[src/rtl/spcb_pkg.sv]
// Purpose: shared constants and types of the serial port control and baud generator
// Assumes: 32-bit Avalon-MM register access, one aligned word per register
// Notes: registers hold 8 significant bits in the low byte, upper bits read zero
package spcb_pkg;

  // register byte addresses
  localparam logic [4:0] OFS_TX_CTRL = 5'h00;
  localparam logic [4:0] OFS_RX_CTRL = 5'h04;
  localparam logic [4:0] OFS_BAUD_CTRL = 5'h08;
  localparam logic [4:0] OFS_DIV_LO = 5'h0c;
  localparam logic [4:0] OFS_DIV_HI = 5'h10;
  localparam logic [4:0] OFS_TX_DATA = 5'h14;
  localparam logic [4:0] OFS_RX_DATA = 5'h18;

  // transmit_control_status fields
  localparam int TXC_CLK_SRC = 7;
  localparam int TXC_NINE = 6;
  localparam int TXC_TX_EN = 5;
  localparam int TXC_SYNC = 4;
  localparam int TXC_BREAK = 3;
  localparam int TXC_HIGH_SPEED = 2;
  localparam int TXC_SHIFT_EMPTY = 1;
  localparam int TXC_NINTH = 0;

  // receive_control_status fields
  localparam int RXC_PORT_EN = 7;
  localparam int RXC_NINE = 6;
  localparam int RXC_SINGLE = 5;
  localparam int RXC_CONT = 4;
  localparam int RXC_ADDR_DET = 3;
  localparam int RXC_FRAME_ERR = 2;
  localparam int RXC_OVERRUN = 1;
  localparam int RXC_NINTH = 0;

  // baud_control fields
  localparam int BC_ABD_OVF = 7;
  localparam int BC_RX_IDLE = 6;
  localparam int BC_POLARITY = 4;
  localparam int BC_WIDE = 3;
  localparam int BC_WAKE = 1;
  localparam int BC_ABD_EN = 0;

  // writable bit masks and reset values
  localparam logic [7:0] TXC_WMASK = 8'hfd;
  localparam logic [7:0] RXC_WMASK = 8'hf8;
  localparam logic [7:0] BC_WMASK = 8'h1b;
  localparam logic [7:0] CTRL_RESET = 8'h00;
  localparam logic [15:0] DIV_RESET = 16'h0000;

  // baud timer overflows per bit period
  localparam logic [6:0] MULT_SLOW8 = 7'h40;
  localparam logic [6:0] MULT_MID = 7'h10;
  localparam logic [6:0] MULT_FAST = 7'h04;

  localparam logic [3:0] BREAK_ZERO_BITS = 4'hd;
  localparam logic [2:0] ABD_MORE_FALLS = 3'h4;

  typedef enum logic [2:0] {TX_IDLE, TX_START, TX_DATA, TX_STOP, TX_BREAK} spcb_tx_state_t;
  typedef enum logic [1:0] {RX_IDLE, RX_START, RX_DATA, RX_STOP} spcb_rx_state_t;
  typedef enum logic [1:0] {AB_OFF, AB_ARM, AB_MEAS} spcb_abd_state_t;

  typedef struct packed {
    logic dt_out;
    logic dt_oe;
    logic ck_out;
    logic ck_oe;
  } spcb_pins_t;

endpackage

[src/rtl/spcb_serial_port.sv]
// Purpose: serial port control/status registers, baud timer, framing and pin control
// Assumes: 10 MHz clk, synchronous active-high reset, Avalon-MM slave with waitrequest
// Notes: single receive holding register, single transmit holding register
`timescale 1ns/1ps
`default_nettype none

module spcb_serial_port (
  input wire logic clk,
  input wire logic reset,
  input wire logic [4:0] avs_address,
  input wire logic avs_read,
  input wire logic avs_write,
  input wire logic [31:0] avs_writedata,
  input wire logic [3:0] avs_byteenable,
  output logic [31:0] avs_readdata,
  output logic avs_waitrequest,
  input wire logic dt_in,
  input wire logic ck_in,
  output spcb_pkg::spcb_pins_t pins,
  output logic receive_interrupt_flag,
  output logic tx_buffer_empty
);

  logic [7:0] txc_r, rxc_r, bc_r;
  logic [15:0] div_r, bt_r, div_eff;
  logic rd_ack_r;
  logic [31:0] rdata_r;
  logic wr_ok, rd_take, div_wr, rxd_read;
  logic port_en, port_rst, sync_mode, master, pol, tick;
  logic [6:0] bit_ticks, tph_r, rph_r;
  logic dt_s1, dt_s2, dt_s3, ck_s1, ck_s2, ck_s3;
  logic dt_fall, ck_rise, ck_fall, bit_end, s_drive, s_sample, adv;
  spcb_pkg::spcb_tx_state_t tx_state_r;
  spcb_pkg::spcb_rx_state_t rx_state_r;
  spcb_pkg::spcb_abd_state_t ab_state_r;
  logic [8:0] hold_r, tsr_r, rsr_r;
  logic hold_full_r, tx_out_r, break_done, tx_run, tx_idle;
  logic [3:0] tx_cnt_r, rx_cnt_r;
  logic rx_en, rx_mid, deliver, accept, single_done, rx_framing_error_flag_r, rx_frame_bad;
  logic [7:0] rbuf_r, rx_byte;
  logic rx_ninth_r, rx_full_r, overrun_error_flag_r, rif_r, wake_hit;
  logic [9:0] ab_pre_r, ab_pre_max;
  logic [15:0] ab_val_r;
  logic [2:0] ab_falls_r;
  logic ab_done, ab_ovf_r, ab_wrap;

  // ---------------- register bus ----------------
  assign wr_ok = avs_write & avs_byteenable[0];
  assign rd_take = avs_read & rd_ack_r;
  assign avs_waitrequest = avs_read & ~rd_ack_r;
  assign avs_readdata = rdata_r;
  assign div_wr = wr_ok & ((avs_address == spcb_pkg::OFS_DIV_LO) |
                           (avs_address == spcb_pkg::OFS_DIV_HI));
  assign rxd_read = rd_take & (avs_address == spcb_pkg::OFS_RX_DATA);

  always_ff @(posedge clk) begin
    if (reset) begin
      rd_ack_r <= 1'b0;
    end else begin
      rd_ack_r <= avs_read & ~rd_ack_r;
    end
  end

  // read data is sampled one cycle ahead of the accepting edge
  always_ff @(posedge clk) begin
    if (reset) begin
      rdata_r <= 32'h0000_0000;
    end else if (avs_read & ~rd_ack_r) begin
      rdata_r <= 32'h0000_0000;
      if (avs_address == spcb_pkg::OFS_TX_CTRL) begin
        rdata_r[7:0] <= txc_r;
        rdata_r[spcb_pkg::TXC_SHIFT_EMPTY] <= tx_idle;
      end else if (avs_address == spcb_pkg::OFS_RX_CTRL) begin
        rdata_r[7:0] <= rxc_r;
        rdata_r[spcb_pkg::RXC_FRAME_ERR] <= rx_framing_error_flag_r;
        rdata_r[spcb_pkg::RXC_OVERRUN] <= overrun_error_flag_r;
        rdata_r[spcb_pkg::RXC_NINTH] <= rx_ninth_r;
      end else if (avs_address == spcb_pkg::OFS_BAUD_CTRL) begin
        rdata_r[7:0] <= bc_r;
        rdata_r[spcb_pkg::BC_ABD_OVF] <= ab_ovf_r;
        rdata_r[spcb_pkg::BC_RX_IDLE] <= (rx_state_r == spcb_pkg::RX_IDLE);
      end else if (avs_address == spcb_pkg::OFS_DIV_LO) begin
        rdata_r[7:0] <= div_r[7:0];
      end else if (avs_address == spcb_pkg::OFS_DIV_HI) begin
        rdata_r[7:0] <= div_r[15:8];
      end else if (avs_address == spcb_pkg::OFS_RX_DATA) begin
        rdata_r[7:0] <= rbuf_r;
      end
    end
  end

  // ---------------- control registers ----------------
  assign port_en = rxc_r[spcb_pkg::RXC_PORT_EN];
  assign port_rst = reset | ~port_en;
  assign sync_mode = txc_r[spcb_pkg::TXC_SYNC];
  assign master = sync_mode & txc_r[spcb_pkg::TXC_CLK_SRC];
  assign pol = bc_r[spcb_pkg::BC_POLARITY];

  // a software write wins over any hardware clear in the same cycle
  always_ff @(posedge clk) begin
    if (reset) begin
      txc_r <= spcb_pkg::CTRL_RESET;
    end else if (wr_ok & (avs_address == spcb_pkg::OFS_TX_CTRL)) begin
      txc_r <= avs_writedata[7:0] & spcb_pkg::TXC_WMASK;
    end else if (!port_en) begin
      txc_r <= spcb_pkg::CTRL_RESET;
    end else if (break_done) begin
      txc_r[spcb_pkg::TXC_BREAK] <= 1'b0;
    end
  end

  always_ff @(posedge clk) begin
    if (reset) begin
      rxc_r <= spcb_pkg::CTRL_RESET;
    end else if (wr_ok & (avs_address == spcb_pkg::OFS_RX_CTRL)) begin
      rxc_r <= avs_writedata[7:0] & spcb_pkg::RXC_WMASK;
    end else if (!port_en) begin
      rxc_r <= spcb_pkg::CTRL_RESET;
    end else if (single_done) begin
      rxc_r[spcb_pkg::RXC_SINGLE] <= 1'b0;
    end
  end

  always_ff @(posedge clk) begin
    if (reset) begin
      bc_r <= spcb_pkg::CTRL_RESET;
    end else if (wr_ok & (avs_address == spcb_pkg::OFS_BAUD_CTRL)) begin
      bc_r <= avs_writedata[7:0] & spcb_pkg::BC_WMASK;
    end else if (!port_en) begin
      bc_r <= spcb_pkg::CTRL_RESET;
    end else begin
      if (wake_hit) begin
        bc_r[spcb_pkg::BC_WAKE] <= 1'b0;
      end
      if (ab_done) begin
        bc_r[spcb_pkg::BC_ABD_EN] <= 1'b0;
      end
    end
  end

  // divisor survives port disable so setup may precede enabling
  always_ff @(posedge clk) begin
    if (reset) begin
      div_r <= spcb_pkg::DIV_RESET;
    end else if (wr_ok & (avs_address == spcb_pkg::OFS_DIV_LO)) begin
      div_r[7:0] <= avs_writedata[7:0];
    end else if (wr_ok & (avs_address == spcb_pkg::OFS_DIV_HI)) begin
      div_r[15:8] <= avs_writedata[7:0];
    end else if (ab_done) begin
      div_r <= (ab_val_r == 16'h0000) ? 16'h0000 : ab_val_r - 16'h0001;
    end
  end

  // ---------------- baud timer ----------------
  assign div_eff = bc_r[spcb_pkg::BC_WIDE] ? div_r : {8'h00, div_r[7:0]};
  assign tick = port_en & (bt_r == div_eff);

  always_ff @(posedge clk) begin
    if (port_rst | div_wr) begin
      bt_r <= 16'h0000;
    end else if (tick) begin
      bt_r <= 16'h0000;
    end else begin
      bt_r <= bt_r + 16'h0001;
    end
  end

  // timer overflows per bit: 64, 16 or 4
  always_comb begin
    if (sync_mode) begin
      bit_ticks = spcb_pkg::MULT_FAST;
    end else if (bc_r[spcb_pkg::BC_WIDE]) begin
      bit_ticks = txc_r[spcb_pkg::TXC_HIGH_SPEED] ? spcb_pkg::MULT_FAST : spcb_pkg::MULT_MID;
    end else begin
      bit_ticks = txc_r[spcb_pkg::TXC_HIGH_SPEED] ? spcb_pkg::MULT_MID : spcb_pkg::MULT_SLOW8;
    end
  end

  always_ff @(posedge clk) begin
    if (port_rst) begin
      tph_r <= 7'h00;
    end else if (tick) begin
      tph_r <= (tph_r >= bit_ticks - 7'h01) ? 7'h00 : tph_r + 7'h01;
    end
  end
  assign bit_end = tick & (tph_r >= bit_ticks - 7'h01);

  // ---------------- pin synchronisers ----------------
  always_ff @(posedge clk) begin
    if (reset) begin
      {dt_s1, dt_s2, dt_s3} <= 3'h7;
      {ck_s1, ck_s2, ck_s3} <= 3'h7;
    end else begin
      {dt_s1, dt_s2, dt_s3} <= {dt_in, dt_s1, dt_s2};
      {ck_s1, ck_s2, ck_s3} <= {ck_in, ck_s1, ck_s2};
    end
  end
  assign dt_fall = dt_s3 & ~dt_s2;
  assign ck_rise = ~ck_s3 & ck_s2;
  assign ck_fall = ck_s3 & ~ck_s2;

  // master runs the shift clock off the baud timer, slave follows the pin
  assign s_drive = master ? bit_end : (pol ? ck_fall : ck_rise);
  assign s_sample = master ? (tick & (tph_r == 7'h01)) : (pol ? ck_rise : ck_fall);
  assign adv = sync_mode ? s_drive : bit_end;

  // ---------------- transmitter ----------------
  assign tx_run = txc_r[spcb_pkg::TXC_TX_EN] &
                  ~(sync_mode & (rxc_r[spcb_pkg::RXC_SINGLE] | rxc_r[spcb_pkg::RXC_CONT]));
  assign tx_idle = (tx_state_r == spcb_pkg::TX_IDLE);
  assign tx_buffer_empty = ~hold_full_r;
  assign break_done = (tx_state_r == spcb_pkg::TX_STOP) & adv & txc_r[spcb_pkg::TXC_BREAK] &
                      ~sync_mode;

  always_ff @(posedge clk) begin
    if (port_rst) begin
      hold_r <= 9'h000;
      hold_full_r <= 1'b0;
    end else if (wr_ok & (avs_address == spcb_pkg::OFS_TX_DATA) & ~hold_full_r) begin
      hold_r <= {txc_r[spcb_pkg::TXC_NINTH], avs_writedata[7:0]};
      hold_full_r <= 1'b1;
    end else if (tx_idle & adv & hold_full_r & tx_run) begin
      hold_full_r <= 1'b0;
    end
  end

  always_ff @(posedge clk) begin
    if (port_rst) begin
      tx_state_r <= spcb_pkg::TX_IDLE;
      tsr_r <= 9'h000;
      tx_cnt_r <= 4'h0;
      tx_out_r <= 1'b1;
    end else if (adv) begin
      case (tx_state_r)
        spcb_pkg::TX_IDLE: begin
          if (hold_full_r & tx_run) begin
            tsr_r <= hold_r;
            tx_cnt_r <= 4'h0;
            if (sync_mode) begin
              tx_out_r <= hold_r[0];
              tsr_r <= {1'b0, hold_r[8:1]};
              tx_cnt_r <= txc_r[spcb_pkg::TXC_NINE] ? 4'h8 : 4'h7;
              tx_state_r <= spcb_pkg::TX_DATA;
            end else if (txc_r[spcb_pkg::TXC_BREAK]) begin
              tx_out_r <= 1'b0;
              tx_state_r <= spcb_pkg::TX_BREAK;
            end else begin
              tx_out_r <= 1'b0;
              tx_state_r <= spcb_pkg::TX_START;
            end
          end
        end
        spcb_pkg::TX_START: begin
          tx_out_r <= tsr_r[0];
          tsr_r <= {1'b0, tsr_r[8:1]};
          tx_cnt_r <= txc_r[spcb_pkg::TXC_NINE] ? 4'h8 : 4'h7;
          tx_state_r <= spcb_pkg::TX_DATA;
        end
        spcb_pkg::TX_DATA: begin
          if (tx_cnt_r == 4'h0) begin
            tx_out_r <= 1'b1;
            tx_state_r <= sync_mode ? spcb_pkg::TX_IDLE : spcb_pkg::TX_STOP;
          end else begin
            tx_out_r <= tsr_r[0];
            tsr_r <= {1'b0, tsr_r[8:1]};
            tx_cnt_r <= tx_cnt_r - 4'h1;
          end
        end
        spcb_pkg::TX_BREAK: begin
          if (tx_cnt_r == spcb_pkg::BREAK_ZERO_BITS - 4'h1) begin
            tx_out_r <= 1'b1;
            tx_state_r <= spcb_pkg::TX_STOP;
          end else begin
            tx_cnt_r <= tx_cnt_r + 4'h1;
          end
        end
        default: begin
          tx_state_r <= spcb_pkg::TX_IDLE;
        end
      endcase
    end
  end

  // ---------------- receiver ----------------
  assign rx_en = ~overrun_error_flag_r & (sync_mode ?
                 (rxc_r[spcb_pkg::RXC_CONT] | (master & rxc_r[spcb_pkg::RXC_SINGLE])) :
                 (rxc_r[spcb_pkg::RXC_CONT] & ~bc_r[spcb_pkg::BC_WAKE] &
                  ~bc_r[spcb_pkg::BC_ABD_EN]));
  assign rx_mid = tick & (rph_r == (bit_ticks >> 1));
  assign rx_frame_bad = (rx_state_r == spcb_pkg::RX_STOP) & ~dt_s2;
  assign deliver = ((rx_state_r == spcb_pkg::RX_STOP) & rx_mid) |
                   (sync_mode & (rx_state_r == spcb_pkg::RX_DATA) & s_sample & (rx_cnt_r == 4'h0));
  // a nine-bit character has its last bit in the top of the shifter
  assign rx_byte = rxc_r[spcb_pkg::RXC_NINE] ? rsr_r[7:0] : rsr_r[8:1];
  assign accept = ~(~sync_mode & rxc_r[spcb_pkg::RXC_NINE] & rxc_r[spcb_pkg::RXC_ADDR_DET] &
                    ~rsr_r[8]);
  assign single_done = deliver & sync_mode & ~rxc_r[spcb_pkg::RXC_CONT];

  always_ff @(posedge clk) begin
    if (port_rst) begin
      rx_state_r <= spcb_pkg::RX_IDLE;
      rph_r <= 7'h00;
      rsr_r <= 9'h000;
      rx_cnt_r <= 4'h0;
    end else begin
      if (tick) begin
        rph_r <= (rph_r >= bit_ticks - 7'h01) ? 7'h00 : rph_r + 7'h01;
      end
      case (rx_state_r)
        spcb_pkg::RX_IDLE: begin
          if (rx_en & ~sync_mode & dt_fall) begin
            rph_r <= 7'h00;
            rx_state_r <= spcb_pkg::RX_START;
          end else if (rx_en & sync_mode & (master ? bit_end : 1'b1)) begin
            rx_cnt_r <= rxc_r[spcb_pkg::RXC_NINE] ? 4'h8 : 4'h7;
            rx_state_r <= spcb_pkg::RX_DATA;
          end
        end
        spcb_pkg::RX_START: begin
          if (rx_mid) begin
            rx_cnt_r <= rxc_r[spcb_pkg::RXC_NINE] ? 4'h8 : 4'h7;
            rx_state_r <= dt_s2 ? spcb_pkg::RX_IDLE : spcb_pkg::RX_DATA;
          end
        end
        spcb_pkg::RX_DATA: begin
          if (sync_mode ? s_sample : rx_mid) begin
            rsr_r <= {dt_s2, rsr_r[8:1]};
            rx_cnt_r <= rx_cnt_r - 4'h1;
            if (rx_cnt_r == 4'h0) begin
              rx_state_r <= sync_mode ? spcb_pkg::RX_IDLE : spcb_pkg::RX_STOP;
            end
          end
        end
        spcb_pkg::RX_STOP: begin
          if (rx_mid) begin
            rx_state_r <= spcb_pkg::RX_IDLE;
          end
        end
        default: begin
          rx_state_r <= spcb_pkg::RX_IDLE;
        end
      endcase
    end
  end

  // the sync path delivers before the last shift lands, so it merges that bit here
  always_ff @(posedge clk) begin
    if (port_rst) begin
      rbuf_r <= 8'h00;
      rx_ninth_r <= 1'b0;
      rx_framing_error_flag_r <= 1'b0;
      rx_full_r <= 1'b0;
    // a character landing on the read edge refills the buffer rather than being lost
    end else if (deliver & accept & (~rx_full_r | rxd_read)) begin
      if (sync_mode) begin
        rbuf_r <= rxc_r[spcb_pkg::RXC_NINE] ? rsr_r[8:1] : {dt_s2, rsr_r[8:2]};
        rx_ninth_r <= rxc_r[spcb_pkg::RXC_NINE] & dt_s2;
      end else begin
        rbuf_r <= rx_byte;
        rx_ninth_r <= rxc_r[spcb_pkg::RXC_NINE] & rsr_r[8];
      end
      rx_framing_error_flag_r <= rx_frame_bad & ~sync_mode;
      rx_full_r <= 1'b1;
    end else if (rxd_read) begin
      rx_full_r <= 1'b0;
    end
  end

  // the overrun set wins over a continuous-receive clear in the same cycle
  always_ff @(posedge clk) begin
    if (port_rst) begin
      overrun_error_flag_r <= 1'b0;
    end else if (deliver & accept & rx_full_r & ~rxd_read) begin
      overrun_error_flag_r <= 1'b1;
    end else if (~rxc_r[spcb_pkg::RXC_CONT]) begin
      overrun_error_flag_r <= 1'b0;
    end
  end

  assign wake_hit = ~sync_mode & bc_r[spcb_pkg::BC_WAKE] & dt_fall;
  always_ff @(posedge clk) begin
    if (port_rst) begin
      rif_r <= 1'b0;
    end else if ((deliver & accept & (~rx_full_r | rxd_read)) | wake_hit | ab_done) begin
      rif_r <= 1'b1;
    end else if (rxd_read) begin
      rif_r <= 1'b0;
    end
  end
  assign receive_interrupt_flag = rif_r;

  // ---------------- auto-baud ----------------
  // measures eight bit times of a 0x55 character between its first and fifth falling edge
  assign ab_pre_max = {bit_ticks, 3'h0} - 10'h001;
  assign ab_wrap = (ab_state_r == spcb_pkg::AB_MEAS) & (ab_pre_r == ab_pre_max);
  assign ab_done = (ab_state_r == spcb_pkg::AB_MEAS) & dt_fall & (ab_falls_r == spcb_pkg::ABD_MORE_FALLS - 3'h1);

  always_ff @(posedge clk) begin
    if (port_rst | sync_mode | ~bc_r[spcb_pkg::BC_ABD_EN]) begin
      ab_state_r <= spcb_pkg::AB_OFF;
      ab_pre_r <= 10'h000;
      ab_val_r <= 16'h0000;
      ab_falls_r <= 3'h0;
    end else begin
      case (ab_state_r)
        spcb_pkg::AB_OFF: begin
          ab_state_r <= spcb_pkg::AB_ARM;
        end
        spcb_pkg::AB_ARM: begin
          if (dt_fall) begin
            ab_pre_r <= 10'h000;
            ab_val_r <= 16'h0000;
            ab_falls_r <= 3'h0;
            ab_state_r <= spcb_pkg::AB_MEAS;
          end
        end
        spcb_pkg::AB_MEAS: begin
          ab_pre_r <= ab_wrap ? 10'h000 : ab_pre_r + 10'h001;
          if (ab_wrap) begin
            ab_val_r <= ab_val_r + 16'h0001;
          end
          if (dt_fall) begin
            ab_falls_r <= ab_falls_r + 3'h1;
          end
          if (ab_done) begin
            ab_state_r <= spcb_pkg::AB_OFF;
          end
        end
        default: begin
          ab_state_r <= spcb_pkg::AB_OFF;
        end
      endcase
    end
  end

  // overflow stays set until the next auto-baud start or port disable
  always_ff @(posedge clk) begin
    if (port_rst) begin
      ab_ovf_r <= 1'b0;
    end else if (ab_wrap & (ab_val_r == 16'hffff) & ~sync_mode) begin
      ab_ovf_r <= 1'b1;
    end else if (wr_ok & (avs_address == spcb_pkg::OFS_BAUD_CTRL) &
                 avs_writedata[spcb_pkg::BC_ABD_EN]) begin
      ab_ovf_r <= 1'b0;
    end
  end

  // ---------------- pins ----------------
  always_comb begin
    pins.dt_out = tx_out_r;
    pins.dt_oe = port_en & sync_mode & ~tx_idle;
    pins.ck_out = tx_out_r ^ pol;
    pins.ck_oe = port_en & ~sync_mode;
    if (sync_mode) begin
      // clock toggles only while a master shift is under way
      pins.ck_out = ((~tx_idle | (rx_state_r != spcb_pkg::RX_IDLE)) & tph_r[1]) ~^ ~pol;
      pins.ck_oe = port_en & master;
    end
  end

endmodule

`default_nettype wire
[config.mk]
export PLATFORM = sky130hd
export DESIGN_NAME = spcb_serial_port
export DESIGN_NICKNAME = d
export VERILOG_FILES = /design/src/rtl/spcb_pkg.sv /design/src/rtl/spcb_serial_port.sv
export SDC_FILE = /design/constraint.sdc
export NUM_CORES = 1
export LEC_CHECK = 0
export BUFFER_PORTS_ARGS = -buffer_cell sky130_fd_sc_hd__buf_4
export CORE_MARGIN = 5
export CORE_UTILIZATION = 40
export DETAILED_ROUTE_END_ITERATION = 6
export SETUP_SLACK_MARGIN = 0.1
export SYNTH_ARGS = -nofsm -noshare
export SYNTH_HDL_FRONTEND = slang
export SYNTH_SLANG_ARGS = --single-unit
export TNS_END_PERCENT = 5
[constraint.sdc]
create_clock -name clk -period 7.4 [get_ports clk]
set_clock_uncertainty 0.1 [all_clocks]
set_input_delay 0.74 -clock clk [delete_from_list [all_inputs] [get_ports clk]]
set_output_delay 0.74 -clock clk [all_outputs]
set_load 0.01 [all_outputs]
==> impl_results.md <==
- Setup CP Type: reg2reg
- Initial antenna violation count: 0
- Resize count post-CTS: 0
- Ranking of synthesized cells by area: dfxtp_1 35%, nor2_1 6.6%, nand2_1 5.6%
- Largest net degree at the start of global routing: 50
- Cell Area, Synth: 9260 µm²
- Hpwl dp: 17400 µm
- Sequential element share of the synthesized area: 0.354
- Worst min-delay path category: reg2reg
- DR WL/cell: 16.6 µm
- DRC viols: 0
- Clock-pin transition on the worst setup and hold timing paths: 70 ps
- Num rows: 55
- CTS Hold Bufs: 0
- Port Buffers: 34
- Vias per cell: 5.49
- Gpl congestion: 0.959
- Most used DFF post-synth: dfxtp_1
- Deepest clock path buffer count: 2
- CP Launch Type: flip-flop
- Clock Root Buffer: clkbuf_16
- Final nets: 1223
- Starting DRC count in detailed routing: 589
- Critical path startpoint: bc_r[3]
- Tcrit/Tclk final: 0.539
- Setup bufs post-CTS: 0
- Rel. slew slack: 0.282
- Share of cells above drive strength 1: 0.0994
- Total Die Area: 26300 µm²
- Gr ovfl total: 0
- Finish-stage setup viols: 0
- Initial Util: 0.408
- Post-route cell area: 10200 µm²
- Achievable clock frequency: 251 MHz
- HP Start: dt_s1
- Via count: 7971
- First-pass GRT wire length: 39600 µm
- Clock period minus worst slack: 3990 ps
- Antenna diodes: 0
- Die X: 162 µm
- Vias in the first global route: 7429
- Worst Hold Slack: 345 ps
- Data required, critical path: 7580 ps
- IO Pins: 86
- CTS tree: built
- Synth-to-layout area growth: 10.0%
- Slew @ Worst Pin: 1070 ps
- Share of flip-flops with an asynchronous set or reset: 0
- Power density cells: 190 nW/µm²
- Slew Limit Fails: 0
- Share of the synthesized area in the top cell type: 0.354
- Sink Count: 164
- RSZ-0062 raised after global routing: false
- Mapped Cells: 1153
- Dpl cell area: 9540 µm²
- CP Capture Type: flip-flop
- H-Tree Depth: 4
- Area leader, netlist: dfxtp_1
- Clock buffer count from CTS: 17
- Pre-antenna DRT Iters: 6
- Core ar.: 22700 µm²
- Setup TNS: 0 ps
- Worst-Skew Late Latency: 430 ps
- Final wirelength: 24100 µm
- #FFs+latches synth: 164
- Post-Syn Area per Cell: 8.03 µm²
- YS warnings: 0
- Synth unique cells: 86
- Leakage power: 3.51 nW
- Antenna Nets Post-Route: 0
- Max rail drop VDD: 0.139 mV
- Final hold vios: 0
- Max_cap viols: 0
- Critical path peak fanout: 18
- Gr usage total: 0.185
- Post-layout util: 0.449
- Run status: finished, final reports clean
- Height of the die: 162 µm
- CP arrival: 4170 ps
- Post-synth EDFFs: 0
- Critical R2R Launch: bc_r[3]
[worst max-delay path, cell delays in order, from the launching register on]
cell	delay [ps]
dfxtp_1	670
inv_1	110
ha_1	340
nor2b_1	180
inv_1	60
ha_1	220
inv_1	150
ha_1	240
or2_2	270
maj3_1	340
a21boi_0	170
a31o_2	360
and3_1	360
nand3_1	170
o21ai_0	90
[routing by layer]
layer	share of wire	routed length (µm)	up-vias	track usage
met2	0.45	10700	171	0.285
li1	-	-	4033	-
met4	0.035	853	0	0.0777
met1	0.47	11300	3723	0.253
met3	0.050	1200	44	0.0376
met5	0	0	-	0
[report_power, final]
part	leakage [nW]	internal (mW)	switching, mW	total (mW)
Clock	0.315	0.610	0.374	0.984
Sequential	1.32	0.888	0.00394	0.891
Combinational	1.88	0.0200	0.0401	0.0601
[cell usage in the layout, fill, tap and decap left out, types with 5 or more instances in the layout]
cell type  instances
nor2_1           164
dfxtp_1          163
nand2_1          137
a21oi_1           75
o21ai_0           57
nand3_1           51
mux2i_1           48
buf_4             44
xnor2_1           39
xor2_1            27
conb_1            24
inv_1             23
nand4_1           22
ha_1              21
nor3_1            18
clkbuf_16         17
a222oi_1          16
nand2b_1          14
nor2b_1           12
a22oi_1           12
and3_1            12
a211oi_1          12
or2_2              9
or3_1              9
nor4_1             7
mux2_2             7
o22ai_1            6
a31oi_1            6
nand4b_1           5
nand3b_1           5
o21ai_1            5
or4_1              5
bufinv_16          5
[layout make-up]
| type | instances | area, µm² |
|---|---|---|
| multi-input cells | 904 | 5480 |
| inverters | 23 | 86.3 |
| repair buffers | 44 | 330 |
| clock inverters | 12 | 203 |
| clock buffers | 20 | 447 |
| flip-flops and latches | 164 | 3280 |
| fillers | 2318 | 12500 |
| well taps | 285 | 357 |
[worst paths after layout]
kind	end	slack, ps	depth (start not counted)
worst min-delay path	dt_s2	340	1
worst min register to register	dt_s2	340	1
worst max-delay path	tsr_r[2]	3410	14
worst max register to register	tsr_r[2]	3410	14
[logic make-up (layout without fill, tap and decap cells)]
family | Yosys count | in the layout | synth area share
multiplexers | 56 | 56 | 0.0628
AO/OA/AOI/OAI | 230 | 230 | 0.157
AND/OR/NAND/NOR | 504 | 504 | 0.265
other | 1 | 24 | 0.000405
XOR/XNOR | 67 | 67 | 0.0648
adder cells (fa/ha/maj) | 23 | 23 | 0.0316
flip-flops | 164 | 164 | 0.354
buffers and inverters | 108 | 99 | 0.0632
[synth_stat cells (4+ instances only)]
cell type and number:
a211oi_1 12, a21o_1 4, a21oi_1 75, a222oi_1 16
a22oi_1 12, a31oi_1 6, and2_1 4, and3_1 12
buf_1 4, buf_2 12, buf_4 26, clkbuf_1 36
clkbuf_8 6, dfxtp_1 164, ha_1 21, inv_1 23
mux2_2 7, mux2i_1 48, nand2_1 137, nand2b_1 14
nand3_1 51, nand3b_1 5, nand4_1 22, nand4b_1 5
nor2_1 164, nor2b_1 13, nor3_1 18, nor4_1 7
o211ai_1 4, o21ai_0 57, o21ai_1 5, o22ai_1 6
or2_2 9, or3_1 9, or4_1 5, xnor2_1 39
xor2_1 27
[stage by stage]
step	worst slack (ps)	instances	power (mW)
6_report	3410	1452	1.94
5_1_grt	3130	1452	2.00
4_1_cts	3400	1452	1.95
3_5_place_dp	3420	1420	0.970
3_3_place_gp	3540	1420	0.970
2_1_floorplan	3950	1176	0.950
[state kept, by name, summed over array words and instances, names as in the netlist, 5 cells and up]
name,flops
ab_val_r,16
bt_r,16
div_r,16
ab_pre_r,10
hold_r,9
rsr_r,9
tsr_r,9
avs_readdata,8
rbuf_r,8
rph_r,7
tph_r,7
txc_r,7
rxc_r,5
(Power assumes the default switching activity.)
